[config.mk]
export PLATFORM = sky130hd
export DESIGN_NAME = psw_status_word
export DESIGN_NICKNAME = d
export VERILOG_FILES = /design/src/psw_pkg.sv /design/src/psw_parity.sv /design/src/psw_status_word.sv
export SDC_FILE = /design/constraint.sdc
export NUM_CORES = 1
export LEC_CHECK = 0
export BUFFER_PORTS_ARGS = -buffer_cell sky130_fd_sc_hd__buf_4
export CORE_AREA = 3 3 75 112
export CTS_BUF_LIST = sky130_fd_sc_hd__clkbuf_8
export CTS_CLUSTER_DIAMETER = 100
export DETAILED_ROUTE_END_ITERATION = 10
export DIE_AREA = 0 0 78 115
export GPL_TIMING_DRIVEN = 0
export MAX_ROUTING_LAYER = met4
export PLACE_DENSITY = 0.66
export SKIP_CTS_REPAIR_TIMING = 1
export SLEW_MARGIN = 15
export SYNTH_ARGS = -nofsm -noshare
export SYNTH_HDL_FRONTEND = slang
export SYNTH_SLANG_ARGS = --single-unit
[constraint.sdc]
create_clock -name clock -period 9 [get_ports clock]
set_input_delay 0.45 -clock clock [delete_from_list [all_inputs] [get_ports clock]]
set_output_delay 0.45 -clock clock [all_outputs]
set_load 0.05 [all_outputs]
[src/psw_pkg.sv]
package psw_pkg;

    localparam logic [7:0] PSW_ADDR      = 8'hd0;
    localparam logic [7:0] PSW_RESET     = 8'h00;
    localparam int         CARRY_BIT     = 7;
    localparam int         HALF_BIT      = 6;
    localparam int         USER0_BIT     = 5;
    localparam int         BANK_HI_BIT   = 4;
    localparam int         BANK_LO_BIT   = 3;
    localparam int         OVER_BIT      = 2;
    localparam int         USER1_BIT     = 1;
    localparam int         PARITY_BIT    = 0;
    localparam logic [8:0] BYTE_LIMIT    = 9'h0ff;
    localparam logic [7:0] BANK_BYTES    = 8'h08;

    typedef enum logic [2:0] {
        PSW_OP_NONE       = 3'h0,
        PSW_OP_ADD        = 3'h1,
        PSW_OP_ADD_CARRY  = 3'h3,
        PSW_OP_SUB_BORROW = 3'h2,
        PSW_OP_MULTIPLY   = 3'h6,
        PSW_OP_DIV        = 3'h7,
        PSW_OP_OTHER      = 3'h5
    } psw_op_t;

    typedef struct packed {
        psw_op_t    op;
        logic [7:0] lhs;
        logic [7:0] rhs;
    } psw_alu_t;

    typedef struct packed {
        logic       carry;
        logic       half;
        logic       user0;
        logic [1:0] bank;
        logic       over;
        logic       user1;
    } psw_state_t;

    typedef struct packed {
        logic       byteWr;
        logic       bitWr;
        logic [7:0] addr;
        logic [2:0] bitIdx;
        logic [7:0] wdata;
    } psw_sfr_t;

endpackage

[src/psw_parity.sv]
module psw_parity #(
    parameter int WIDTH = 8
) (
    input  wire logic [WIDTH-1:0] value,
    output logic                  odd
);

    assign odd = ^value;

endmodule

[src/psw_status_word.sv]
// Operation
// - Carry set on carry or borrow
// - Half carry set on nibble carry
// - Two user flags changed only by software
// - Bank select picks register bank base
// - Overflow set on signed add/sub overflow
// - Overflow set when product exceeds 255
// - Overflow set on divide by zero
// - Overflow cleared otherwise by these ops
// - Parity shows odd count of accumulator ones
// - Word at address 0xD0, byte and bit
// - Bank holds eight registers in 0x00-0x1F
// - Parity taken from the accumulator
module psw_status_word (
    input  wire logic              clock,
    input  wire logic              rst,
    input  wire psw_pkg::psw_alu_t alu,
    input  wire logic [7:0]        accumulatorReg,
    input  wire psw_pkg::psw_sfr_t sfr,
    output logic [7:0]             programStatusWord,
    output logic [7:0]             bankBase,
    output logic                   carryFlag
);

    typedef struct packed {
        psw_pkg::psw_state_t st;
        logic [7:0]          rdata;
        logic [7:0]          base;
    } psw_regs_t;

    psw_regs_t   r_q;
    psw_regs_t   r_d;
    logic        parityNow;
    logic [8:0]  sum;
    logic [4:0]  nib;
    logic [15:0] prod;
    logic        cin;
    logic        addLike;
    logic        subLike;
    logic        hit;
    logic [7:0]  wordNow;
    logic [7:0]  wordWr;

    psw_parity #(
        .WIDTH(8)
    ) u_parity (
        .value(accumulatorReg),
        .odd  (parityNow)
    );

    always_comb
    begin
        r_d = r_q;
        cin = (alu.op == psw_pkg::PSW_OP_ADD) ? 1'b0 : r_q.st.carry;
        addLike = (alu.op == psw_pkg::PSW_OP_ADD) || (alu.op == psw_pkg::PSW_OP_ADD_CARRY);
        subLike = (alu.op == psw_pkg::PSW_OP_SUB_BORROW);
        sum = 9'h000;
        nib = 5'h00;
        if (addLike)
        begin
            sum = {1'b0, alu.lhs} + {1'b0, alu.rhs} + {8'h00, cin};
            nib = {1'b0, alu.lhs[3:0]} + {1'b0, alu.rhs[3:0]} + {4'h0, cin};
        end
        else if (subLike)
        begin
            sum = {1'b0, alu.lhs} - {1'b0, alu.rhs} - {8'h00, cin};
            nib = {1'b0, alu.lhs[3:0]} - {1'b0, alu.rhs[3:0]} - {4'h0, cin};
        end
        prod = alu.lhs * alu.rhs;
        wordNow = {r_q.st.carry, r_q.st.half, r_q.st.user0, r_q.st.bank,
                   r_q.st.over, r_q.st.user1, parityNow};
        hit = (sfr.addr == psw_pkg::PSW_ADDR);
        // Arithmetic flag update
        // Overflow cleared otherwise by these ops, held on other ops
        if (addLike || subLike)
        begin
            r_d.st.carry = sum[8];
            r_d.st.half = nib[4];
            if (addLike)
                r_d.st.over = (alu.lhs[7] == alu.rhs[7]) && (sum[7] != alu.lhs[7]);
            else
                r_d.st.over = (alu.lhs[7] != alu.rhs[7]) && (sum[7] != alu.lhs[7]);
        end
        else if (alu.op == psw_pkg::PSW_OP_MULTIPLY)
        begin
            r_d.st.over = (prod > {7'h00, psw_pkg::BYTE_LIMIT});
            r_d.st.carry = 1'b0;
        end
        else if (alu.op == psw_pkg::PSW_OP_DIV)
        begin
            r_d.st.over = (alu.rhs == 8'h00);
            r_d.st.carry = 1'b0;
        end
        wordWr = wordNow;
        if (hit && sfr.byteWr)
            wordWr = sfr.wdata;
        else if (hit && sfr.bitWr)
            wordWr[sfr.bitIdx] = sfr.wdata[0];
        if (hit && (sfr.byteWr || sfr.bitWr))
        begin
            r_d.st.user0 = wordWr[psw_pkg::USER0_BIT];
            r_d.st.user1 = wordWr[psw_pkg::USER1_BIT];
            r_d.st.bank = wordWr[psw_pkg::BANK_HI_BIT:psw_pkg::BANK_LO_BIT];
            if (alu.op == psw_pkg::PSW_OP_NONE || alu.op == psw_pkg::PSW_OP_OTHER)
            begin
                r_d.st.carry = wordWr[psw_pkg::CARRY_BIT];
                r_d.st.half = wordWr[psw_pkg::HALF_BIT];
                r_d.st.over = wordWr[psw_pkg::OVER_BIT];
            end
        end
        r_d.rdata = {r_d.st.carry, r_d.st.half, r_d.st.user0, r_d.st.bank,
                     r_d.st.over, r_d.st.user1, 1'b0};
        r_d.rdata[psw_pkg::PARITY_BIT] = parityNow;
        r_d.base = {3'h0, r_d.st.bank, 3'h0};
    end

    always_ff @(posedge clock)
    begin
        if (rst)
            r_q <= '0;
        else
            r_q <= r_d;
    end

    assign programStatusWord = r_q.rdata;
    assign bankBase = r_q.base;
    assign carryFlag = r_q.st.carry;
endmodule

==> impl_metrics.json, run 1 <==
{
  "clock_sinks": 8,
  "ys.flop_type": "dfxtp_1",
  "cts.htree.levels": 1,
  "dieHeight_um": 115,
  "crit_chain": "buf_4 > ha_1 > fa_1 > fa_1 > fa_1 > inv_1 > fa_1 > inv_1 > ha_1 > nor3_1 > nor2_1 > o22ai_1 > xor2_1 > o311ai_0 > o31ai_1 > a31oi_1",
  "drive_above_1_share_pct": 16.7,
  "ant_nets": 0,
  "critPathMostFrequentCell": "fa_1",
  "syn_inst": 407,
  "fin_cells": 575,
  "cts_tree": "done",
  "cpPeakStageDelay_ns": 0.56,
  "post-route-util_pct": 51.9,
  "via_per_inst": 5.18,
  "wirelength_um": 7720,
  "criticalPathCategory": "in2reg",
  "coreArea_um2": 7610,
  "yosysWarnings": 0,
  "drtPass1Iterations": 4,
  "leakagePower_nw": 2.01,
  "ys_ff_latch": 8,
  "fin_nets": 618,
  "cp_data_arrival_time_ns": 4.84,
  "grt_pass1_vias": 3040,
  "period_needed_ns": 4.74,
  "grtUsageTotal_pct": 18.8,
  "worstHoldPathType": "reg2reg",
  "rows": 39,
  "cp.depth": 16,
  "synth-seq-area-share_pct": 4.81,
  "worst_path_dominant_cell_family": "adder cells",
  "slowest_stage": "fa_1",
  "grt_pass1_wl_um": 13400,
  "cts.path.max_buffers": 2,
  "preCtsSetupSlack_ns": 3.96,
  "worstSkewPairLatency_ns": 0.23,
  "cp-start-kind": "input port",
  "multiInputGateArea_um2": 2800,
  "pin_count": 67,
  "min_to": "programStatusWord[6]",
  "diodes": 0,
  "dieArea_um2": 8970,
  "finalCritPeriodShare_pct": 52.7,
  "setup_viol": 0,
  "initial_core_util_pct": 43.7,
  "syn2layout_area_growth_pct": 18.7,
  "dp_cells": 572,
  "hold_viol": 0,
  "synth_edf_count": 0,
  "r2r-end": "programStatusWord[2]",
  "overflow": 0,
  "clkTransAtPathRegs_ns": 0.04,
  "setup_slack_ns": 4.26,
  "hold_depth": 2,
  "wl_per_cell_um": 13.4,
  "syn_area_per_cell_um2": 8.18,
  "synth_area_leaders": "fa_1, ha_1, inv_1",
  "ys_async_sr_fraction_pct": 0,
  "path_max_fanout": 10,
  "ir_drop_mv": 0.0910,
  "critPathRequiredTime_ns": 9.09,
  "min_from": "programStatusWord[6]",
  "numCtsBuffers": 3,
  "netlist.area_leader.share_pct": 22.8,
  "fin_skew_ns": 0.000849,
  "hpwl_um": 6720,
  "drt_iter0_markers": 96,
  "synthesis.area_um2": 3330,
  "antenna_found_initial": 0,
  "max_cap_viol_count": 0,
  "seqCellArea_um2": 160,
  "place_congestion": 0.823,
  "rsz0062_at_grt": "false",
  "final_area_um2": 3950,
  "worstSetupEndpointType": "flip-flop",
  "rrSetupSlack_ns": 6.27,
  "tns_ns": 0,
  "r2r-start": "carryFlag",
  "status": "completed",
  "fill_cells": 774,
  "grt_max_degree": 11,
  "drc_errors": 0,
  "synth_top_area_cell": "fa_1",
  "rr_worst_depth": 10,
  "place_area_um2": 3910,
  "final_max_slew_viol_count": 0,
  "port_buffers": 58,
  "crit_buf_inv": 3,
  "power.density_nw_per_um2": 120,
  "fp.dieW_um": 78,
  "via_count": 2981,
  "yosysUniqueCellTypes": 49,
  "clock.fmax_ghz": 0.211,
  "root_buffer": "clkbuf_8"
}
==> how the worst max path moves through the flow <==
stage | from | end
floorplan | alu[8] | programStatusWord[2]
global placement | alu[4] | programStatusWord[2]
detailed placement | alu[2] | programStatusWord[2]
CTS | alu[2] | programStatusWord[2]
global route | alu[8] | programStatusWord[2]
finish | alu[4] | programStatusWord[2]
==> tightest hold or removal path: stages, from the launching register on <==
cell and delay (ns):
dfxtp_1 0.31, o211ai_1 0.10, a21oi_2 0.06
==> report_power, final <==
group          internal (W)  switching, W
clock network     0.0000289     0.0000138
logic              0.000170      0.000222
registers         0.0000378    0.00000116
total              0.000236      0.000237
==> through the flow <==
step           total power (W)  hold slack (ns)
2_1_floorplan         0.000338            0.630
6_report              0.000474            0.522
3_5_place_dp          0.000435            0.517
4_1_cts               0.000482            0.514
5_1_grt               0.000541            0.534
3_3_place_gp          0.000423            0.523
==> cell usage after synthesis, types with 2 or more instances <==
library cell,instances
o211ai_1,5
nand2_1,22
fa_1,38
nor2b_1,3
xnor2_1,9
xor2_1,3
buf_4,9
dfxtp_1,8
ha_1,55
nand3_1,6
o21ai_0,12
mux2i_1,7
nor2_1,34
o311a_1,3
a211oi_1,9
a31oi_1,4
o31ai_1,2
a221oi_1,2
a21oi_1,15
a211o_1,3
o22ai_1,4
clkbuf_1,2
o221ai_1,2
o311ai_0,2
nand2b_1,6
nor3_1,7
and2_1,33
or4_1,3
inv_1,79
==> logic make-up after synthesis <==
group | synth area share [%]
XOR/XNOR | 3.16
multiplexers | 2.44
AND/OR/NAND/NOR | 20.2
AO/OA/AOI/OAI | 14.0
adder cells (fa/ha/maj) | 43.5
buffers and inverters | 11.7
other | 0.113
flip-flops | 4.81
==> layer usage <==
| metal | global-route usage [%] | wire, um |
|---|---|---|
| met1 | 21.5 | 3110 |
| met2 | 34.5 | 4050 |
| met3 | 1.18 | 332 |
| met4 | 6.30 | 231 |
| met5 | - | 0 |
==> cell usage in the layout, fill, tap and decap left out, types with 12 or more instances in the layout <==
| cell | n |
|---|---|
| inv_1 | 79 |
| buf_4 | 67 |
| ha_1 | 55 |
| fa_1 | 38 |
| nor2_1 | 34 |
| and2_1 | 33 |
| nand2_1 | 22 |
| a21oi_1 | 15 |
| o21ai_0 | 12 |
==> area by class of cell <==
type | instances | area share (%)
Buffer | 12 | 2.37
Clock buffer | 3 | 1.04
Sequential cell | 8 | 4.05
Tap cell | 102 | 3.23
Timing Repair Buffer | 58 | 11.0
Multi-Input combinational cell | 313 | 70.8
Inverter | 79 | 7.50
==> state kept, by name, indices dropped and copies added (netlist names) <==
name / count
carryFlag: 1
programStatusWord: 7
Power figures use the tool's default switching activity.
==> inputs of run 2 (changes only) <==
--- a/config.mk
+++ b/config.mk
@@ -5,15 +5,16 @@
 export SDC_FILE = /design/constraint.sdc
 export NUM_CORES = 1
 export LEC_CHECK = 0
+export ABC_AREA = 1
 export BUFFER_PORTS_ARGS = -buffer_cell sky130_fd_sc_hd__buf_4
-export CORE_AREA = 3 3 75 112
+export CORE_AREA = 3 3 78 117
 export CTS_BUF_LIST = sky130_fd_sc_hd__clkbuf_8
 export CTS_CLUSTER_DIAMETER = 100
 export DETAILED_ROUTE_END_ITERATION = 10
-export DIE_AREA = 0 0 78 115
+export DIE_AREA = 0 0 81 120
 export GPL_TIMING_DRIVEN = 0
 export MAX_ROUTING_LAYER = met4
-export PLACE_DENSITY = 0.66
+export PLACE_DENSITY = 0.68
 export SKIP_CTS_REPAIR_TIMING = 1
 export SLEW_MARGIN = 15
 export SYNTH_ARGS = -nofsm -noshare
==> constraint.sdc (replaced) <==
create_clock -name clock -period 4.3 [get_ports clock]
set_input_delay 0.215 -clock clock [delete_from_list [all_inputs] [get_ports clock]]
set_output_delay 0.215 -clock clock [all_outputs]
set_load 0.05 [all_outputs]
==> run 2 against run 1 <==
Register-to-register slack got worse by 4.3 ns; hold slack got worse by 0.27 ns; final area up 9.7%; sequential cell count unchanged; die area rose by 8.4%; worst setup slack got worse by 4.1 ns; utilization up 0.28 points; critical path depth up 11; critical path type unchanged; largest cell class unchanged.
==> impl_metrics.json, run 2 <==
{
  "status": "completed",
  "coreArea_um2": 8310,
  "dieHeight_um": 120,
  "power.density_nw_per_um2": 292,
  "crit_end": "programStatusWord[2]",
  "wl_per_cell_um": 12.0,
  "syn2layout_area_growth_pct": 19.3,
  "final_common_cell": "inv_1",
  "critPathRequiredTime_ns": 4.40,
  "pin_count": 67,
  "cp-start-kind": "input port",
  "drive_above_1_share_pct": 15.5,
  "seqCellArea_um2": 160,
  "ys.flop_type": "dfxtp_1",
  "syn_area_per_cell_um2": 6.42,
  "fill_cells": 853,
  "path_max_fanout": 8,
  "grtUsageTotal_pct": 19.2,
  "leakagePower_nw": 2.75,
  "netlist.area_leader.share_pct": 20.9,
  "whs_ns": 0.254,
  "root_buffer": "clkbuf_8",
  "wirelength_um": 8800,
  "rr_worst_depth": 15,
  "max_cap_viol_count": 0,
  "r2r-start": "carryFlag",
  "hpwl_um": 7700,
  "ant_nets": 0,
  "hold_viol": 0,
  "crit_start": "alu[9]",
  "post-synth-top-count-cell": "inv_1",
  "syn_inst": 566,
  "dieArea_um2": 9720,
  "rrSetupSlack_ns": 1.93,
  "synth_top_area_cell": "fa_1",
  "drtPass1Iterations": 4,
  "relSlewSlack_pct": 67.1,
  "finalCritPeriodShare_pct": 95.7,
  "grt_pass1_vias": 3528,
  "cts_tree": "done",
  "rows": 41,
  "fin_nets": 771,
  "fp.dieW_um": 81,
  "numCtsBuffers": 3,
  "grt_pass1_wl_um": 14600,
  "largest_reg_flops": 7,
  "tns_ns": 0,
  "clock.fmax_ghz": 0.243,
  "ys_async_sr_fraction_pct": 0,
  "cp_data_arrival_time_ns": 4.22,
  "via_count": 3565,
  "final_max_slew_viol_count": 0,
  "synth_common_cells": "inv_1, nand2_1, ha_1, fa_1",
  "grt_max_degree": 10,
  "final_cell_mix": "inv_1, nand2_1, buf_4",
  "synth_edf_count": 0,
  "place_congestion": 0.933,
  "multiInputGateArea_um2": 2820,
  "clkTransAtPathRegs_ns": 0.05,
  "setup_viol": 0,
  "initial_core_util_pct": 43.7,
  "via_per_inst": 4.86,
  "synth_area_leaders": "fa_1, ha_1, inv_1",
  "yosysUniqueCellTypes": 34,
  "period_needed_ns": 4.11,
  "overflow": 0,
  "drc_errors": 0,
  "port_buffers": 59,
  "clock_sinks": 8,
  "cts.path.max_buffers": 2,
  "worst_pin_slew_ns": 0.488,
  "cts.htree.levels": 1,
  "antenna_found_initial": 0,
  "r2r-end": "programStatusWord[2]",
  "fin_skew_ns": 0.000172,
  "power_w": 0.00127,
  "synth-seq-area-share_pct": 4.41,
  "worstHoldPathType": "in2reg",
  "diodes": 0,
  "ir_drop_mv": 0.174,
  "ys_ff_latch": 8,
  "drt_iter0_markers": 153,
  "yosysWarnings": 0,
  "worstSetupEndpointType": "flip-flop",
  "criticalPathCategory": "in2reg",
  "synthesis.area_um2": 3630,
  "worstSkewPairLatency_ns": 0.23
}
==> run 2: cell types whose count changed in the layout (fill, tap and decap cells not counted), moves of 9 or more <==
| cell | delta |
|---|---|
| nand2_1 | +120 |
| inv_1 | +78 |
| and2_1 | -33 |
| nand3_1 | +22 |
| a211oi_1 | -9 |
==> run 2: worst min-delay path by stage <==
stage,end,slack [ns],cells past startpoint,startpoint
detailed placement,programStatusWord[3],0.49,3,sfr[3]
finish,programStatusWord[3],0.25,3,sfr[3]
CTS,programStatusWord[3],0.27,3,sfr[3]
global placement,programStatusWord[3],0.48,3,sfr[3]
global route,programStatusWord[3],0.27,3,sfr[3]
floorplan,programStatusWord[3],0.37,2,sfr[3]
==> run 2: cells by family after synthesis <==
family          share of synthesized area (%)
fa+ha+maj                                39.9
xor+xnor                                 2.17
simple gates                             26.7
flops                                    4.41
compound gates                           6.71
other cells                             0.103
buf+inv                                  20.0
==> run 2: critical path, cell delays in order <==
cell	delay (ns)
buf_4	0.11
buf_4	0.16
nand2_1	0.06
inv_1	0.05
fa_1	0.44
fa_1	0.57
inv_1	0.06
fa_1	0.46
fa_1	0.55
inv_1	0.04
ha_1	0.34
nand2_2	0.13
inv_1	0.05
nand2_1	0.10
nand2_1	0.06
nand2_1	0.08
nand3_2	0.07
nand2_1	0.07
nand2_1	0.05
inv_1	0.04
nand2_1	0.05
nor2_1	0.08
nand2_1	0.11
nand2_1	0.08
nand3_1	0.07
nand2_1	0.07
a21oi_2	0.05
==> run 2: per-stage QoR <==
stage                     utilization (%)  worst slack [ns]  cell area (um2)  std cells
final                                52.2             0.186             4340        733
after floorplan                         -             0.210             3650        571
after detailed placement             50.9            -0.370             4230        737
after global routing                 52.2           -0.0282             4340        733
after CTS                            51.4            -0.153             4270        740
after global placement               50.9            -0.326             4230        737
==> run 2: report_power, final <==
group / internal (W) / switching [W]
registers: 0.0000789 / 0.00000286
clock network: 0.0000611 / 0.0000345
logic: 0.000447 / 0.000643
==> run 2: layer usage <==
metal | global-route usage (%) | wire length (um) | part of all wire (%)
met1 | 21.0 | 3300 | 38
met2 | 36.8 | 4930 | 56
met3 | 0.601 | 389 | 4.4
met4 | 5.07 | 182 | 2.1
met5 | - | 0 | 0
==> run 2: cell type report <==
class,instances,area share [%]
buffer,17,2.94
clock buffer,3,0.952
inverter,159,13.8
multi-input combinational,379,65.1
sequential,8,3.69
tap,107,3.09
timing repair buffer,60,10.5
